==> config.mk <==
export PLATFORM = sky130hd
export DESIGN_NAME = tccc_channel_pair
export DESIGN_NICKNAME = d
export VERILOG_FILES = /design/src/design/tccc_pkg.sv /design/src/design/tccc_channel_pair.sv
export SDC_FILE = /design/constraint.sdc
export NUM_CORES = 1
export LEC_CHECK = 0
export ABC_AREA = 1
export BUFFER_PORTS_ARGS = -buffer_cell sky130_fd_sc_hd__buf_2
export CORE_MARGIN = 2
export CORE_UTILIZATION = 40
export CTS_BUF_LIST = sky130_fd_sc_hd__clkbuf_16
export DETAILED_ROUTE_END_ITERATION = 8
export GPL_TIMING_DRIVEN = 1
export PLACE_DENSITY = 0.56
export SYNTH_ARGS = -nofsm -noshare
export SYNTH_HDL_FRONTEND = slang
export SYNTH_SLANG_ARGS = --single-unit
==> constraint.sdc <==
create_clock -name clk_sys_i -period 2.12 [get_ports clk_sys_i]
set_input_delay 0.106 -clock clk_sys_i [delete_from_list [all_inputs] [get_ports clk_sys_i]]
set_output_delay 0.106 -clock clk_sys_i [all_outputs]
set_load 0.005 [all_outputs]
==> src/design/tccc_pkg.sv <==
// package for the timer capture/compare channel pair
// assumes one kernel clock and a sampling strobe supplied by the time-base
package tccc_pkg;
    localparam int TCCC_CNT_W = 16;
    localparam int TCCC_ADDR_W = 4;
    // register offsets, word addresses of the plain register port
    localparam logic [3:0] TCCC_OFF_MODE = 4'h0;
    localparam logic [3:0] TCCC_OFF_ENABLE = 4'h1;
    localparam logic [3:0] TCCC_OFF_IRQEN = 4'h2;
    localparam logic [3:0] TCCC_OFF_STATUS = 4'h3;
    localparam logic [3:0] TCCC_OFF_CCR1 = 4'h4;
    localparam logic [3:0] TCCC_OFF_CCR2 = 4'h5;
    localparam logic [3:0] TCCC_OFF_SLAVE = 4'h6;
    // mode register field positions, channel 1 in bits 7:0, channel 2 in 15:8
    localparam int TCCC_DIR_LSB = 0;
    localparam int TCCC_PSC_LSB = 2;
    localparam int TCCC_FLT_LSB = 4;
    localparam int TCCC_OCM_LSB = 4;
    localparam int TCCC_OPE_BIT = 3;
    localparam int TCCC_CH2_SHIFT = 8;
    // enable register: per channel enable, polarity, complementary polarity
    localparam int TCCC_EN_BIT = 0;
    localparam int TCCC_POL_BIT = 1;
    localparam int TCCC_NPOL_BIT = 3;
    localparam int TCCC_EN_CH2_SHIFT = 4;
    // status register bits
    localparam int TCCC_SR_CC1 = 1;
    localparam int TCCC_SR_CC2 = 2;
    localparam int TCCC_SR_TRG = 6;
    localparam int TCCC_SR_OF1 = 9;
    localparam int TCCC_SR_OF2 = 10;
    // slave register fields
    localparam int TCCC_SMS_LSB = 0;
    localparam int TCCC_TS_LSB = 4;
    localparam logic [2:0] TCCC_SMS_RESET = 3'h4;
    localparam logic [2:0] TCCC_TS_IN1 = 3'h5;
    localparam logic [2:0] TCCC_TS_IN2 = 3'h6;
    // direction codes
    localparam logic [1:0] TCCC_DIR_OUT = 2'h0;
    localparam logic [1:0] TCCC_DIR_OWN = 2'h1;
    localparam logic [1:0] TCCC_DIR_CROSS = 2'h2;
    // reset values
    localparam logic [15:0] TCCC_RST_REG = 16'h0000;
    localparam logic [15:0] TCCC_RST_CCR = 16'h0000;

    typedef enum logic [2:0] {
        TCCC_OC_FROZEN,
        TCCC_OC_ACTIVE,
        TCCC_OC_INACTIVE,
        TCCC_OC_TOGGLE,
        TCCC_OC_FORCE_LOW,
        TCCC_OC_FORCE_HIGH,
        TCCC_OC_PWM1,
        TCCC_OC_PWM2
    } tccc_ocm_e;

    typedef struct packed {
        logic [TCCC_ADDR_W-1:0] addr;
        logic [15:0] wdata;
        logic wr;
        logic rd;
    } tccc_bus_s;
endpackage

==> src/design/tccc_channel_pair.sv <==
// capture/compare channel pair of a 16-bit timer, with slave reset trigger
// assumes counter and update event come from the time-base; samp_tick_i
// pulses once per sampling-clock period for the input filters
// How it works
// - software reads the preload copy of each compare value; output-mode writes also reach shadow while preload is off
// - input mode: counter latched into shadow and preload in the same cycle
// - output mode: preload copied to shadow; shadow compared with counter
// - input sampled, filtered, edge detected, prescaled into capture command
// - capture latches counter, sets channel flag, raises request if enabled
// - capture while channel flag still set also sets overcapture flag
// - channel flag cleared by writing zero or reading captured value
// - overcapture flag cleared only by writing zero
// - direction 00 is output; else input, 01 own pin, value read-only
// - filter needs N equal samples; code 0011 means 8 samples
// - polarity pair 00 rising edge, 01 (pol=1) falling edge
// - prescale code 00 captures on every valid edge
// - captures only while enabled; interrupt only while irq enable set
// - both capture paths may use one pin with opposite edges
// - direction 10 on channel two selects input one
// - only filtered edges of inputs one and two reach slave controller
// - compare mode 101 forces reference high, 100 forces it low
// - while forced, compare still sets flag and interrupt
// - on match: 000 hold, 001 active, 010 inactive, 011 toggle
// - reference active high; polarity bit inverts pin last
// - every compare match sets channel flag, interrupt if enabled
// - preload off: writes reach shadow now; on: at next update event
// - slave reset mode: trigger edge clears counter and sets trigger flag
`timescale 1ns/1ns
module tccc_channel_pair
    import tccc_pkg::*;
#(
    parameter int CNT_W = TCCC_CNT_W
)
(
    input wire logic clk_sys_i,
    input wire logic rst_n_i,
    input wire tccc_pkg::tccc_bus_s bus_i,
    output logic [15:0] rdata_o,
    input wire logic [CNT_W-1:0] counter_i,
    input wire logic update_event_i,
    input wire logic samp_tick_i,
    input wire logic [1:0] timer_input_pin_i,
    output logic [1:0] channel_output_pin_o,
    output logic [1:0] channel_oe_o,
    output logic counter_reset_o,
    output logic irq_o,
    output logic [1:0] dma_req_o
);
    import tccc_pkg::*;

    logic [15:0] mode_reg;
    logic [7:0] enable_reg;
    logic [15:0] irq_en_reg;
    logic [15:0] slave_reg;
    logic [CNT_W-1:0] preload [2];
    logic [CNT_W-1:0] shadow [2];
    logic [1:0] cc_flag;
    logic [1:0] of_flag;
    logic trg_flag;
    logic [1:0] filt_in;
    logic [1:0] filt_d;
    logic [3:0] filt_cnt [2];
    logic [1:0] edge_fp;
    logic [1:0] cap_evt;
    logic [1:0] cap_ps;
    logic [2:0] psc_cnt [2];
    logic [1:0] out_ref;
    logic [1:0] match;
    logic [1:0] cnt_eq_d;
    logic trig_edge;
    logic ccr_rd;

    // filter code to sample count; a small non-monotonic table
    function automatic logic [3:0] flt_len(input logic [3:0] code);
        unique case (code)
            4'h0: flt_len = 4'h1;
            4'h1: flt_len = 4'h2;
            4'h2: flt_len = 4'h4;
            4'h3: flt_len = 4'h8;
            4'h4: flt_len = 4'h6;
            4'h5: flt_len = 4'h8;
            4'h6: flt_len = 4'h6;
            4'h7: flt_len = 4'h8;
            default: flt_len = 4'hF;
        endcase
    endfunction

    function automatic logic [1:0] dir_of(input int ch, input logic [15:0] m);
        dir_of = m[ch*TCCC_CH2_SHIFT+TCCC_DIR_LSB +: 2];
    endfunction

    logic [1:0] dir [2];
    logic [1:0] en;
    logic [1:0] pol;
    logic [1:0] npol;
    always_comb
    begin
        for (int c = 0; c < 2; c++)
        begin
            dir[c] = dir_of(c, mode_reg);
            en[c] = enable_reg[c*TCCC_EN_CH2_SHIFT+TCCC_EN_BIT];
            pol[c] = enable_reg[c*TCCC_EN_CH2_SHIFT+TCCC_POL_BIT];
            npol[c] = enable_reg[c*TCCC_EN_CH2_SHIFT+TCCC_NPOL_BIT];
        end
    end

    // filter: counts equal samples on the sampling strobe before accepting
    always_ff @(posedge clk_sys_i)
    begin
        for (int c = 0; c < 2; c++)
        begin
            if (!rst_n_i)
            begin
                filt_in[c] <= 1'b0;
                filt_cnt[c] <= 4'h0;
            end
            else if (samp_tick_i)
            begin
                if (timer_input_pin_i[c] == filt_in[c])
                    filt_cnt[c] <= 4'h0;
                else if (filt_cnt[c] + 4'h1 >= flt_len(mode_reg[c*8+TCCC_FLT_LSB +: 4]))
                begin
                    filt_in[c] <= timer_input_pin_i[c];
                    filt_cnt[c] <= 4'h0;
                end
                else
                    filt_cnt[c] <= filt_cnt[c] + 4'h1;
            end
        end
    end

    always_ff @(posedge clk_sys_i)
    begin
        if (!rst_n_i)
            filt_d <= 2'b00;
        else
            filt_d <= filt_in;
    end

    // polarity-selected edges; ch2 may take input one
    always_comb
    begin
        logic s;
        logic r;
        logic f;
        s = 1'b0;
        r = 1'b0;
        f = 1'b0;
        for (int c = 0; c < 2; c++)
        begin
            s = (c == 1 && dir[1] == TCCC_DIR_CROSS) ? 1'b0 : 1'b1;
            r = s ? (filt_in[c] & ~filt_d[c]) : (filt_in[0] & ~filt_d[0]);
            f = s ? (~filt_in[c] & filt_d[c]) : (~filt_in[0] & filt_d[0]);
            edge_fp[c] = (pol[c] & npol[c]) ? (r | f) : (pol[c] ? f : r);
            cap_evt[c] = edge_fp[c] && dir[c] != TCCC_DIR_OUT && en[c];
        end
    end

    // event prescaler; count cleared while channel disabled
    always_ff @(posedge clk_sys_i)
    begin
        for (int c = 0; c < 2; c++)
        begin
            if (!rst_n_i || !en[c])
                psc_cnt[c] <= 3'h0;
            else if (cap_evt[c])
                psc_cnt[c] <= cap_ps[c] ? 3'h0 : psc_cnt[c] + 3'h1;
        end
    end

    always_comb
    begin
        for (int c = 0; c < 2; c++)
        begin
            unique case (mode_reg[c*8+TCCC_PSC_LSB +: 2])
                2'h0: cap_ps[c] = cap_evt[c];
                2'h1: cap_ps[c] = cap_evt[c] && psc_cnt[c] == 3'h1;
                2'h2: cap_ps[c] = cap_evt[c] && psc_cnt[c] == 3'h3;
                default: cap_ps[c] = cap_evt[c] && psc_cnt[c] == 3'h7;
            endcase
        end
    end

    // only filtered edges of input one/two drive the slave reset
    always_comb
    begin
        trig_edge = 1'b0;
        if (slave_reg[TCCC_SMS_LSB +: 3] == TCCC_SMS_RESET)
        begin
            if (slave_reg[TCCC_TS_LSB +: 3] == TCCC_TS_IN1)
                trig_edge = (pol[0] ? (~filt_in[0] & filt_d[0]) : (filt_in[0] & ~filt_d[0]));
            else if (slave_reg[TCCC_TS_LSB +: 3] == TCCC_TS_IN2)
                trig_edge = (pol[1] ? (~filt_in[1] & filt_d[1]) : (filt_in[1] & ~filt_d[1]));
        end
    end
    assign counter_reset_o = trig_edge;

    // match registered on entry to equality so one counter value flags once
    always_ff @(posedge clk_sys_i)
    begin
        for (int c = 0; c < 2; c++)
        begin
            if (!rst_n_i)
                // start as already equal: an idle counter after reset is no match
                cnt_eq_d[c] <= 1'b1;
            else
                cnt_eq_d[c] <= (counter_i == shadow[c]);
        end
    end

    always_comb
    begin
        for (int c = 0; c < 2; c++)
            match[c] = dir[c] == TCCC_DIR_OUT && counter_i == shadow[c] && !cnt_eq_d[c];
    end

    assign ccr_rd = bus_i.rd;

    always_ff @(posedge clk_sys_i)
    begin
        for (int c = 0; c < 2; c++)
        begin
            if (!rst_n_i)
            begin
                preload[c] <= TCCC_RST_CCR;
                shadow[c] <= TCCC_RST_CCR;
            end
            else if (dir[c] != TCCC_DIR_OUT)
            begin
                if (cap_ps[c])
                begin
                    shadow[c] <= counter_i;
                    preload[c] <= counter_i;
                end
            end
            else
            begin
                if (bus_i.wr && bus_i.addr == TCCC_OFF_CCR1 + 4'(c))
                    preload[c] <= bus_i.wdata[CNT_W-1:0];
                if (!mode_reg[c*8+TCCC_OPE_BIT])
                    shadow[c] <= (bus_i.wr && bus_i.addr == TCCC_OFF_CCR1 + 4'(c))
                        ? bus_i.wdata[CNT_W-1:0] : preload[c];
                else if (update_event_i)
                    shadow[c] <= preload[c];
            end
        end
    end

    // flags; hardware set wins over software clear
    always_ff @(posedge clk_sys_i)
    begin
        for (int c = 0; c < 2; c++)
        begin
            if (!rst_n_i)
            begin
                cc_flag[c] <= 1'b0;
                of_flag[c] <= 1'b0;
            end
            else
            begin
                if (cap_ps[c] || match[c])
                    cc_flag[c] <= 1'b1;
                else if ((bus_i.wr && bus_i.addr == TCCC_OFF_STATUS
                          && !bus_i.wdata[TCCC_SR_CC1+c])
                         || (ccr_rd && bus_i.addr == TCCC_OFF_CCR1 + 4'(c)))
                    cc_flag[c] <= 1'b0;
                if (cap_ps[c] && cc_flag[c])
                    of_flag[c] <= 1'b1;
                else if (bus_i.wr && bus_i.addr == TCCC_OFF_STATUS
                         && !bus_i.wdata[TCCC_SR_OF1+c])
                    of_flag[c] <= 1'b0;
            end
        end
    end

    always_ff @(posedge clk_sys_i)
    begin
        if (!rst_n_i)
            trg_flag <= 1'b0;
        else if (trig_edge)
            trg_flag <= 1'b1;
        else if (bus_i.wr && bus_i.addr == TCCC_OFF_STATUS && !bus_i.wdata[TCCC_SR_TRG])
            trg_flag <= 1'b0;
    end

    always_ff @(posedge clk_sys_i)
    begin
        if (!rst_n_i)
        begin
            irq_o <= 1'b0;
            dma_req_o <= 2'b00;
        end
        else
        begin
            irq_o <= (cc_flag[0] & irq_en_reg[TCCC_SR_CC1])
                | (cc_flag[1] & irq_en_reg[TCCC_SR_CC2])
                | (trg_flag & irq_en_reg[TCCC_SR_TRG]);
            dma_req_o[0] <= (cap_ps[0] | match[0]) & irq_en_reg[TCCC_SR_CC1 + 8];
            dma_req_o[1] <= (cap_ps[1] | match[1]) & irq_en_reg[TCCC_SR_CC2 + 8];
        end
    end

    // reference waveform; update event has no effect on it
    always_ff @(posedge clk_sys_i)
    begin
        for (int c = 0; c < 2; c++)
        begin
            if (!rst_n_i)
                out_ref[c] <= 1'b0;
            else
            begin
                unique case (tccc_ocm_e'(mode_reg[c*8+TCCC_OCM_LSB +: 3]))
                    TCCC_OC_ACTIVE: if (match[c]) out_ref[c] <= 1'b1;
                    TCCC_OC_INACTIVE: if (match[c]) out_ref[c] <= 1'b0;
                    TCCC_OC_TOGGLE: if (match[c]) out_ref[c] <= ~out_ref[c];
                    TCCC_OC_FORCE_LOW: out_ref[c] <= 1'b0;
                    TCCC_OC_FORCE_HIGH: out_ref[c] <= 1'b1;
                    // pwm modes belong to another block: hold
                    default: out_ref[c] <= out_ref[c];
                endcase
            end
        end
    end

    always_comb
    begin
        for (int c = 0; c < 2; c++)
        begin
            channel_output_pin_o[c] = out_ref[c] ^ pol[c];
            channel_oe_o[c] = en[c] && dir[c] == TCCC_DIR_OUT;
        end
    end

    // configuration registers; mode fields set direction, prescaler, filter, compare mode and preload
    always_ff @(posedge clk_sys_i)
    begin
        if (!rst_n_i)
        begin
            mode_reg <= TCCC_RST_REG;
            enable_reg <= 8'h00;
            irq_en_reg <= TCCC_RST_REG;
            slave_reg <= TCCC_RST_REG;
        end
        else if (bus_i.wr)
        begin
            unique case (bus_i.addr)
                TCCC_OFF_MODE: mode_reg <= bus_i.wdata;
                TCCC_OFF_ENABLE: enable_reg <= bus_i.wdata[7:0];
                TCCC_OFF_IRQEN: irq_en_reg <= bus_i.wdata;
                TCCC_OFF_SLAVE: slave_reg <= bus_i.wdata;
                default: ;
            endcase
        end
    end

    // read data one cycle after the strobe; unmapped reads return zero
    always_ff @(posedge clk_sys_i)
    begin
        if (!rst_n_i)
            rdata_o <= 16'h0000;
        else if (bus_i.rd)
        begin
            unique case (bus_i.addr)
                TCCC_OFF_MODE: rdata_o <= mode_reg;
                TCCC_OFF_ENABLE: rdata_o <= {8'h00, enable_reg};
                TCCC_OFF_IRQEN: rdata_o <= irq_en_reg;
                TCCC_OFF_STATUS:
                    rdata_o <= (16'(of_flag[1]) << TCCC_SR_OF2)
                        | (16'(of_flag[0]) << TCCC_SR_OF1) | (16'(trg_flag) << TCCC_SR_TRG)
                        | (16'(cc_flag[1]) << TCCC_SR_CC2) | (16'(cc_flag[0]) << TCCC_SR_CC1);
                TCCC_OFF_CCR1: rdata_o <= 16'(preload[0]);
                TCCC_OFF_CCR2: rdata_o <= 16'(preload[1]);
                TCCC_OFF_SLAVE: rdata_o <= slave_reg;
                default: rdata_o <= 16'h0000;
            endcase
        end
        else
            rdata_o <= 16'h0000;
    end
endmodule // tccc_channel_pair

==> impl_metrics.json, run 1 <==
{
  "status": "complete, no violations",
  "synth_edf_count": 78,
  "synthAdderAreaFrac_pct": 2.53,
  "wl_um": 28500,
  "hold_viol_final": 0,
  "post-route-util_pct": 47.7,
  "start_kind": "register",
  "port_buffers": 67,
  "cp.required_ns": 2.41,
  "worst_path_dominant_cell_family": "simple AND/OR/NAND/NOR gates",
  "ys_seq_area_share_pct": 47.9,
  "antennaDiodeCount": 0,
  "critPathMaxFanout": 4,
  "synthMuxAreaShare_pct": 0,
  "path_cells": "ha_1, or2_2, nand2_1, ha_1, nand4_1, nand3_1, nor2_1, nand2_1, nor2_1",
  "synth_compound_area_share_pct": 18.6,
  "maxSlewViolCount": 0,
  "cts_buffers": 17,
  "ys_warn_count": 0,
  "vias": 8054,
  "ys_seq_elements": 174,
  "cts_root_buf": "clkbuf_16",
  "rr_worst_depth": 9,
  "grt_pass1_vias": 7553,
  "timing.final.crit_period_ns": 2.03,
  "routed_wire_length_per_instance_um": 19.0,
  "reg_top3": "preload (32), shadow (32)",
  "cts_tree": "done",
  "critPathSlowestCell": "edfxtp_1",
  "cp_num_buf_inv": 0,
  "synthSimpleGateAreaFrac_pct": 19.6,
  "nFillCells": 2166,
  "fin_skew_ns": 0.00827,
  "grt_max_degree": 43,
  "ios": 68,
  "worst_slack_ns": 0.0929,
  "first_pass_iters": 5,
  "clock_path_buffers": 2,
  "yosys-top-cells-area": "edfxtp_1, dfxtp_1, nand2_1",
  "maxCapViolations": 0,
  "cp.arrival_ns": 2.32,
  "hold_class": "input port to register",
  "grt_antenna_before_repair": 0,
  "die_w_um": 153,
  "dp.cells": 1464,
  "setup_viol": 0,
  "end_kind": "register",
  "ff_latch_area_sq_um": 4260,
  "overflow": 0,
  "dp_slack_ns": 0.130,
  "multi_input_area_sq_um": 3790,
  "drive_above_1_share_pct": 14.7,
  "synth_top_area_share_pct": 26.3,
  "h-tree-depth": 4,
  "synth_xor_area_share_pct": 1.77,
  "fin_crit_sh_pct": 95.6,
  "viasPerCell": 5.37,
  "core_sq_um": 21800,
  "cts_sinks": 174,
  "ys_types": 43,
  "synth_flop_cell": "dfxtp_1",
  "power_uw": 7890,
  "worst_pin_slew_ns": 0.632,
  "max_slew_margin_pct": 57.7,
  "gp_congestion": 0.897,
  "synthArstFlopShare_pct": 0,
  "clk_pin_slew_ns": 0.07,
  "whs_path_depth": 3,
  "syn_area_sq_um": 8910,
  "synthCells": 1122,
  "crit_cells": 9,
  "avgSynthCellArea_sq_um": 7.94,
  "fmax_mhz": 493,
  "nets": 1270,
  "drc": 0,
  "dp.final_hpwl_um": 21500,
  "clkLatencyLatePin_ns": 0.44,
  "drtIter0Drc": 906,
  "syn_to_final_growth_pct": 16.9,
  "syn-num-nets": 1184,
  "critPathKind": "register to register",
  "synth_top_family_by_area": "simple AND/OR/NAND/NOR gates",
  "num_rows": 54,
  "cpPeakStageDelay_ns": 0.44,
  "powerDensity_nw_per_um2": 758,
  "synthTopCellsByCount": "nand2_1, inv_1, dfxtp_1",
  "p_leak_uw": 0.00451,
  "fin_cells": 1501,
  "initial_utilization_pct": 40.8,
  "synth_area_leader_cell": "edfxtp_1",
  "die_h_um": 153,
  "gr-usage-all-layers_pct": 24.6,
  "grt_first_pass_wirelength_um": 44200,
  "yosysMostFrequentCell": "nand2_1",
  "die_area_sq_um": 23500,
  "ir_drop_mv": 0.476,
  "detail-route-antenna-nets": 0
}
-- where the power goes --
group	internal [uW]	total [uW]	leakage (uW)	switching (uW)
registers	3650	3730	0.00162	81.7
logic	292	871	0.00259	578
clock network	1860	3290	0.000302	1440
-- timing repair --
| item | CTS | global route |
|---|---|---|
| endpoints found under the setup margin | 0 | 18 |
| resized for setup | 0 | 2 |
| endpoints found under the hold margin | 1 | 0 |
| setup buffers | 0 | 4 |
| hold buffers | 1 | 0 |
-- metrics by stage --
step	hold slack [ns]	area (sq um)	TNS (ns)
final	0.0191	10400	0
after CTS	0.0115	10400	0
after global placement	0.424	9750	0
after global routing	0.0364	10400	-0.0286
after detailed placement	0.438	9750	0
after floorplan	0.249	8910	-2.36
-- cell usage in the layout (no fill, tap or decap), types with 7 or more instances in the layout --
cell / netlist / layout
dfxtp_1: 96 / 96
o21ai_1: 16 / 16
ha_1: 18 / 18
o211ai_1: 17 / 17
o22ai_1: 37 / 37
o221ai_1: 18 / 18
clkbuf_16: 0 / 20
inv_1: 173 / 173
nand3_1: 48 / 48
edfxtp_1: 78 / 78
buf_4: 2 / 31
nand2_1: 231 / 231
nand4_1: 7 / 7
o21ai_0: 94 / 94
inv_2: 10 / 10
a21oi_1: 87 / 85
xor2_1: 11 / 11
nor2_1: 77 / 77
xnor2_1: 7 / 7
nor3_1: 7 / 7
buf_2: 11 / 67
-- final timing paths --
check | slack, ns | from | end
setup reg to reg | 0.09 | filt_cnt[1][0]$_SDFFCE_PN0P_ | filt_cnt[1][0]$_SDFFCE_PN0P_
hold reg to reg | 0.45 | slave_reg[14]$_SDFFE_PN0P_ | slave_reg[14]$_SDFFE_PN0P_
setup / recovery | 0.09 | filt_cnt[1][0]$_SDFFCE_PN0P_ | filt_cnt[1][0]$_SDFFCE_PN0P_
hold / removal | 0.02 | timer_input_pin_i[0] | filt_in[0]$_SDFFE_PN0P_
-- per-layer routing --
| layer | part of all wire (%) | vias up | track usage, % | wire (um) |
|---|---|---|---|---|
| li1 | - | 3915 | - | - |
| met1 | 46 | 3760 | 35.9 | 13200 |
| met2 | 44 | 346 | 37.4 | 12700 |
| met3 | 8.0 | 33 | 4.56 | 2270 |
| met4 | 1.4 | 0 | 6.48 | 405 |
| met5 | 0 | - | 0 | 0 |
-- cell type report --
type                            instances  share of cell area (%)
Timing Repair Buffer                  105                    6.70
Clock buffer                           20                    4.81
Tap cell                              280                    3.36
Sequential cell                       174                    40.9
Multi-Input combinational cell        726                    36.4
Inverter                              184                    6.63
Clock inverter                         12                    1.17
-- worst min-delay path, stage by stage --
cell	delay [ns]
buf_2	0.10
o21ai_0	0.08
a21oi_1	0.12
-- kinds of logic (layout without fill, tap and decap cells) --
| logic type | count (synthesis) | in the layout |
|---|---|---|
| fa+ha+maj | 18 | 18 |
| buf+inv | 222 | 321 |
| compound gates | 287 | 287 |
| xor+xnor | 18 | 18 |
| simple gates | 403 | 403 |
| flops | 174 | 174 |
(Power assumes the default switching activity.)
==> run 2: changes to the inputs <==
--- a/config.mk
+++ b/config.mk
@@ -12,7 +12,7 @@
 export CTS_BUF_LIST = sky130_fd_sc_hd__clkbuf_16
 export DETAILED_ROUTE_END_ITERATION = 8
 export GPL_TIMING_DRIVEN = 1
-export PLACE_DENSITY = 0.56
+export PLACE_DENSITY_LB_ADDON = 0.08
 export SYNTH_ARGS = -nofsm -noshare
 export SYNTH_HDL_FRONTEND = slang
 export SYNTH_SLANG_ARGS = --single-unit
==> run 2 against run 1 <==
Compared with the run above: critical path depth decreased by 1; clock-buffer cell count decreased by 3; register-to-register slack improved by 0.04 ns; hold slack got worse by 0.0060 ns; via count decreased by 1.6%; non-clock buffer count increased by 3; largest power group unchanged; first-iteration DRC count decreased by 27%; clock skew decreased by 0.0019 ns; highest routed layer unchanged; largest cell class unchanged; global-route usage increased by 0.92 points; clock power decreased by 5%.
==> impl_metrics.json, run 2 (synthesized netlist as in run 1, its figures left out) <==
{
  "core_sq_um": 21800,
  "use_met3_pct": 4.17,
  "grt_first_pass_wirelength_um": 45400,
  "p_leak_uw": 0.00451,
  "first_pass_iters": 5,
  "clkLatencyLatePin_ns": 0.44,
  "routed_wire_length_per_instance_um": 19.4,
  "syn_to_final_growth_pct": 16.7,
  "grt_max_degree": 71,
  "fin_cells": 1504,
  "grt_antenna_before_repair": 0,
  "met2_usage_pct": 37.0,
  "hold_viol_final": 0,
  "port_buffers": 67,
  "multi_input_area_sq_um": 3800,
  "wl_um": 29100,
  "hold_class": "input port to register",
  "initial_utilization_pct": 40.8,
  "cts_sinks": 174,
  "dp_slack_ns": 0.147,
  "fmax_mhz": 503,
  "clk_pin_slew_ns": 0.07,
  "num_rows": 54,
  "worst_slack_ns": 0.133,
  "cts_buffers": 17,
  "antennaDiodeCount": 0,
  "p_sw_share_pct": 27.7,
  "drive_above_1_share_pct": 14.8,
  "cts_root_buf": "clkbuf_16",
  "hold-worst-slack_ns": 0.0130,
  "nets": 1273,
  "p_int_uw": 5590,
  "gr-usage-all-layers_pct": 25.5,
  "viasPerCell": 5.27,
  "clock_path_buffers": 2,
  "cts_tree": "done",
  "critPathSlowestCell": "dfxtp_1",
  "use_met1_pct": 38.5,
  "setup_viol": 0,
  "nFillCells": 2183,
  "critPathKind": "register to register",
  "setup_tns_ns": 0,
  "cpPeakStageDelay_ns": 0.35,
  "final_common_cell": "nand2_1",
  "final_cell_mix": "nand2_1, inv_1, dfxtp_1",
  "maxCapViolations": 0,
  "drc": 0,
  "reg_top3": "preload (32), shadow (32)",
  "power.switching_uw": 2140,
  "fin_skew_ns": 0.00632,
  "max_slew_margin_pct": 64.2,
  "ff_latch_area_sq_um": 4270,
  "p_clk_share_pct": 40.3,
  "drtIter0Drc": 664,
  "die_area_sq_um": 23500,
  "cp.arrival_ns": 2.17,
  "grt.busiest_layer": "met1",
  "vias": 7922,
  "maxSlewViolCount": 0,
  "timing.final.crit_period_ns": 1.99,
  "end_kind": "register",
  "post-route-util_pct": 47.6,
  "status": "complete, no violations",
  "detail-route-antenna-nets": 0,
  "h-tree-depth": 4,
  "gp_congestion": 0.867,
  "dp.cells": 1466,
  "worst_pin_slew_ns": 0.535,
  "grt_pass1_vias": 7536,
  "ir_drop_mv": 0.408,
  "seqPwrFrac_pct": 48.4,
  "start_kind": "register",
  "critPathMaxFanout": 29,
  "fin_crit_sh_pct": 93.7,
  "powerDensity_nw_per_um2": 743,
  "die_h_um": 153,
  "ios": 68,
  "die_w_um": 153,
  "overflow": 0,
  "combinationalPowerShare_pct": 11.3,
  "cp.required_ns": 2.30,
  "path_cells": "inv_1, ha_1, o21ai_0, o31ai_4, buf_4, nand2_1, buf_12, a21oi_1",
  "rsz0062_at_grt": "no",
  "dp.final_hpwl_um": 22000
}
-- run 2: cell count changes in the layout (fill, tap and decap cells not counted), sizes merged --
cell         delta
buf             +1
clkbuf          -3
clkinv          -1
clkinvlp        -2
dlygate4sd3     +2
inv             +6
-- run 2: power by group through the flow --
stage | clock network, uW | logic, uW | registers [uW]
finish | 3110 | 870 | 3740
global route | 3300 | 976 | 3750
CTS | 3160 | 856 | 3730
detailed placement | 0 | 848 | 3810
global placement | 0 | 846 | 3810
floorplan | 0 | 516 | 3780
-- run 2: stage by stage --
stage	power [uW]	instance area (sq um)
after floorplan	4290	8910
after global placement	4650	9760
after detailed placement	4660	9760
after CTS	7750	10300
after global routing	8030	10400
final	7720	10400
-- run 2: critical path: cells and delay by family (launching register included) --
| family | cells | cell delay (ns) |
|---|---|---|
| fa+ha+maj | 1 | 0.30 |
| flops | 1 | 0.35 |
| buf+inv | 3 | 0.43 |
| simple gates | 1 | 0.15 |
| compound gates | 3 | 0.48 |
-- run 2: final cells by class --
cell class / count / share of cell area (%)
clock buffers: 17 / 4.09
clock inverters: 15 / 1.26
inverters: 184 / 6.65
multi-input cells: 726 / 36.6
flip-flops and latches: 174 / 41.0
well taps: 280 / 3.37
repair buffers: 108 / 6.98
-- run 2: final timing paths --
| check | cells past startpoint | to | slack [ns] | startpoint |
|---|---|---|---|---|
| max | 8 | shadow[1][3]$_SDFFCE_PN0P_ | 0.13 | mode_reg[10]$_SDFFE_PN0P_ |
| min | 3 | slave_reg[8]$_SDFFE_PN0P_ | 0.01 | bus_i[10] |
| max reg2reg | 8 | shadow[1][3]$_SDFFCE_PN0P_ | 0.13 | mode_reg[10]$_SDFFE_PN0P_ |
| min reg2reg | 2 | irq_en_reg[13]$_SDFFE_PN0P_ | 0.45 | irq_en_reg[13]$_SDFFE_PN0P_ |
-- run 2: repair_timing --
item / in CTS / in global routing
setup buffers: 0 / 3
hold endpoints to repair: 3 / 0
setup endpoints to repair: 0 / 27
hold buffers: 3 / 0
resized for setup: 0 / 5
-- run 2: metal layers --
metal | vias to the layer above | part of all wire, %
met5 | - | 0
met4 | 0 | 2.4
met3 | 40 | 6.5
met2 | 259 | 42
met1 | 3685 | 49
li1 | 3938 | -
==> run 3: changes to the inputs <==
--- a/config.mk
+++ b/config.mk
@@ -12,7 +12,7 @@
 export CTS_BUF_LIST = sky130_fd_sc_hd__clkbuf_16
 export DETAILED_ROUTE_END_ITERATION = 8
 export GPL_TIMING_DRIVEN = 1
-export PLACE_DENSITY_LB_ADDON = 0.08
+export PLACE_DENSITY_LB_ADDON = 0.05
 export SYNTH_ARGS = -nofsm -noshare
 export SYNTH_HDL_FRONTEND = slang
 export SYNTH_SLANG_ARGS = --single-unit
==> run 3 against run 2 <==
Compared with the run above: flip-flop and latch count did not move; critical path depth rose by 1; die area did not move; sequential power barely moved; maximum frequency rose by 0.97%; critical path type unchanged; critical endpoint is now filt_cnt[1][2]$_SDFFCE_PN0P_.
==> impl_metrics.json, run 3 (synthesized netlist as in run 1, its figures left out) <==
{
  "status": "complete, no violations",
  "die_area_sq_um": 23500,
  "setup_viol": 0,
  "syn_to_final_growth_pct": 17.2,
  "nets": 1270,
  "clk_pin_slew_ns": 0.06,
  "reg_top3": "preload (32), shadow (32)",
  "grt_antenna_before_repair": 0,
  "cts_buffers": 17,
  "clkLatencyLatePin_ns": 0.44,
  "fin_skew_ns": 0.0123,
  "cts_sinks": 174,
  "h-tree-depth": 4,
  "viasPerCell": 5.25,
  "ir_drop_mv": 0.503,
  "path_cells": "ha_1, or2_2, nand2_1, ha_1, nand4_1, nand3_1, nor2_1, nand2_1, a21oi_1",
  "clock_path_buffers": 2,
  "num_rows": 54,
  "drive_above_1_share_pct": 14.7,
  "drtIter0Drc": 719,
  "rsz0062_at_grt": "no",
  "port_buffers": 67,
  "min-delay-start": "counter_i[13]",
  "max_slew_margin_pct": 56.9,
  "first_pass_iters": 5,
  "gr-usage-all-layers_pct": 25.1,
  "start_kind": "register",
  "end_kind": "register",
  "cts_tree": "done",
  "critPathSlowestCell": "edfxtp_1",
  "final_cell_mix": "nand2_1, inv_1, dfxtp_1",
  "power_uw": 7910,
  "vias": 7880,
  "critPathKind": "register to register",
  "maxCapViolations": 0,
  "final_common_cell": "nand2_1",
  "worst_pin_slew_ns": 0.645,
  "hold_viol_final": 0,
  "ios": 68,
  "cts_root_buf": "clkbuf_16",
  "routed_wire_length_per_instance_um": 19.4,
  "grt_first_pass_wirelength_um": 44900,
  "final_area_sq_um": 10400,
  "fin_crit_sh_pct": 92.8,
  "die_h_um": 153,
  "detail-route-antenna-nets": 0,
  "wl_um": 29100,
  "initial_utilization_pct": 40.8,
  "drc": 0,
  "grt_pass1_vias": 7549,
  "overflow": 0,
  "dp.final_hpwl_um": 22100,
  "core_sq_um": 21800,
  "critPathMaxFanout": 4,
  "r2r-start": "filt_cnt[1][0]$_SDFFCE_PN0P_",
  "p_leak_uw": 0.00452,
  "hold_class": "input port to register",
  "die_w_um": 153,
  "timing.final.crit_period_ns": 1.97,
  "cp.arrival_ns": 2.25,
  "antennaDiodeCount": 0,
  "cp.required_ns": 2.40,
  "gp_congestion": 0.872,
  "place_area_sq_um": 9750,
  "setup_tns_ns": 0,
  "fmax_mhz": 508,
  "worst_slack_ns": 0.153,
  "critPathLaunch": "filt_cnt[1][0]$_SDFFCE_PN0P_",
  "grt_max_degree": 73,
  "cpPeakStageDelay_ns": 0.44,
  "dp_slack_ns": 0.0804,
  "maxSlewViolCount": 0,
  "powerDensity_nw_per_um2": 758
}
## run 3: routing by layer
metal	share of wire, %	routed length (um)	vias up	global-route usage, %
li1	-	-	3921	-
met1	49	14200	3669	37.3
met2	42	12300	254	36.6
met3	6.9	2000	36	5.76
met4	2.2	648	0	6.88
met5	0	0	-	0
## run 3: path summary, 6_finish.rpt
kind,to,slack (ns),cells past startpoint
worst min register to register,irq_en_reg[13]$_SDFFE_PN0P_,0.45,2
worst max register to register,filt_cnt[1][2]$_SDFFCE_PN0P_,0.15,9
worst max-delay path,filt_cnt[1][2]$_SDFFCE_PN0P_,0.15,9
worst min-delay path,preload[0][13]$_DFFE_PP_,0.03,3
## run 3: worst max-delay path: cells and delay by family (launching register included)
kind,cells,cell delay (ns)
AO/OA/AOI/OAI,1,0.13
adder cells (fa/ha/maj),2,0.46
AND/OR/NAND/NOR,6,0.80
flip-flops,1,0.44
## run 3: timing repair
item                                    4_1_cts  5_1_grt
setup buffers                                 0        2
endpoints found under the setup margin        0       65
endpoints found under the hold margin         2        0
gates resized for setup                       0        6
hold buffers                                  2        0
## run 3: through the flow
stage	hold WS (ns)	util [%]	cells
after global placement	0.422	44.7	1465
after floorplan	0.249	-	1122
after detailed placement	0.421	44.7	1465
final	0.0312	47.8	1501
after global routing	0.0227	47.8	1501
after CTS	0.0189	47.6	1499
## run 3: layout make-up
type	instances	area, sq um
multi-input cells	726	3810
fillers	2187	11400
well taps	280	350
clock inverters	11	95.1
inverters	184	691
clock buffers	21	526
repair buffers	105	701
flip-flops and latches	174	4260
## run 3: where the power goes
part           switching, uW  internal, uW  leakage (uW)  total [uW]
sequential              82.9          3650       0.00162        3730
combinational            575           292       0.00259         867
clock                   1410          1900      0.000312        3310
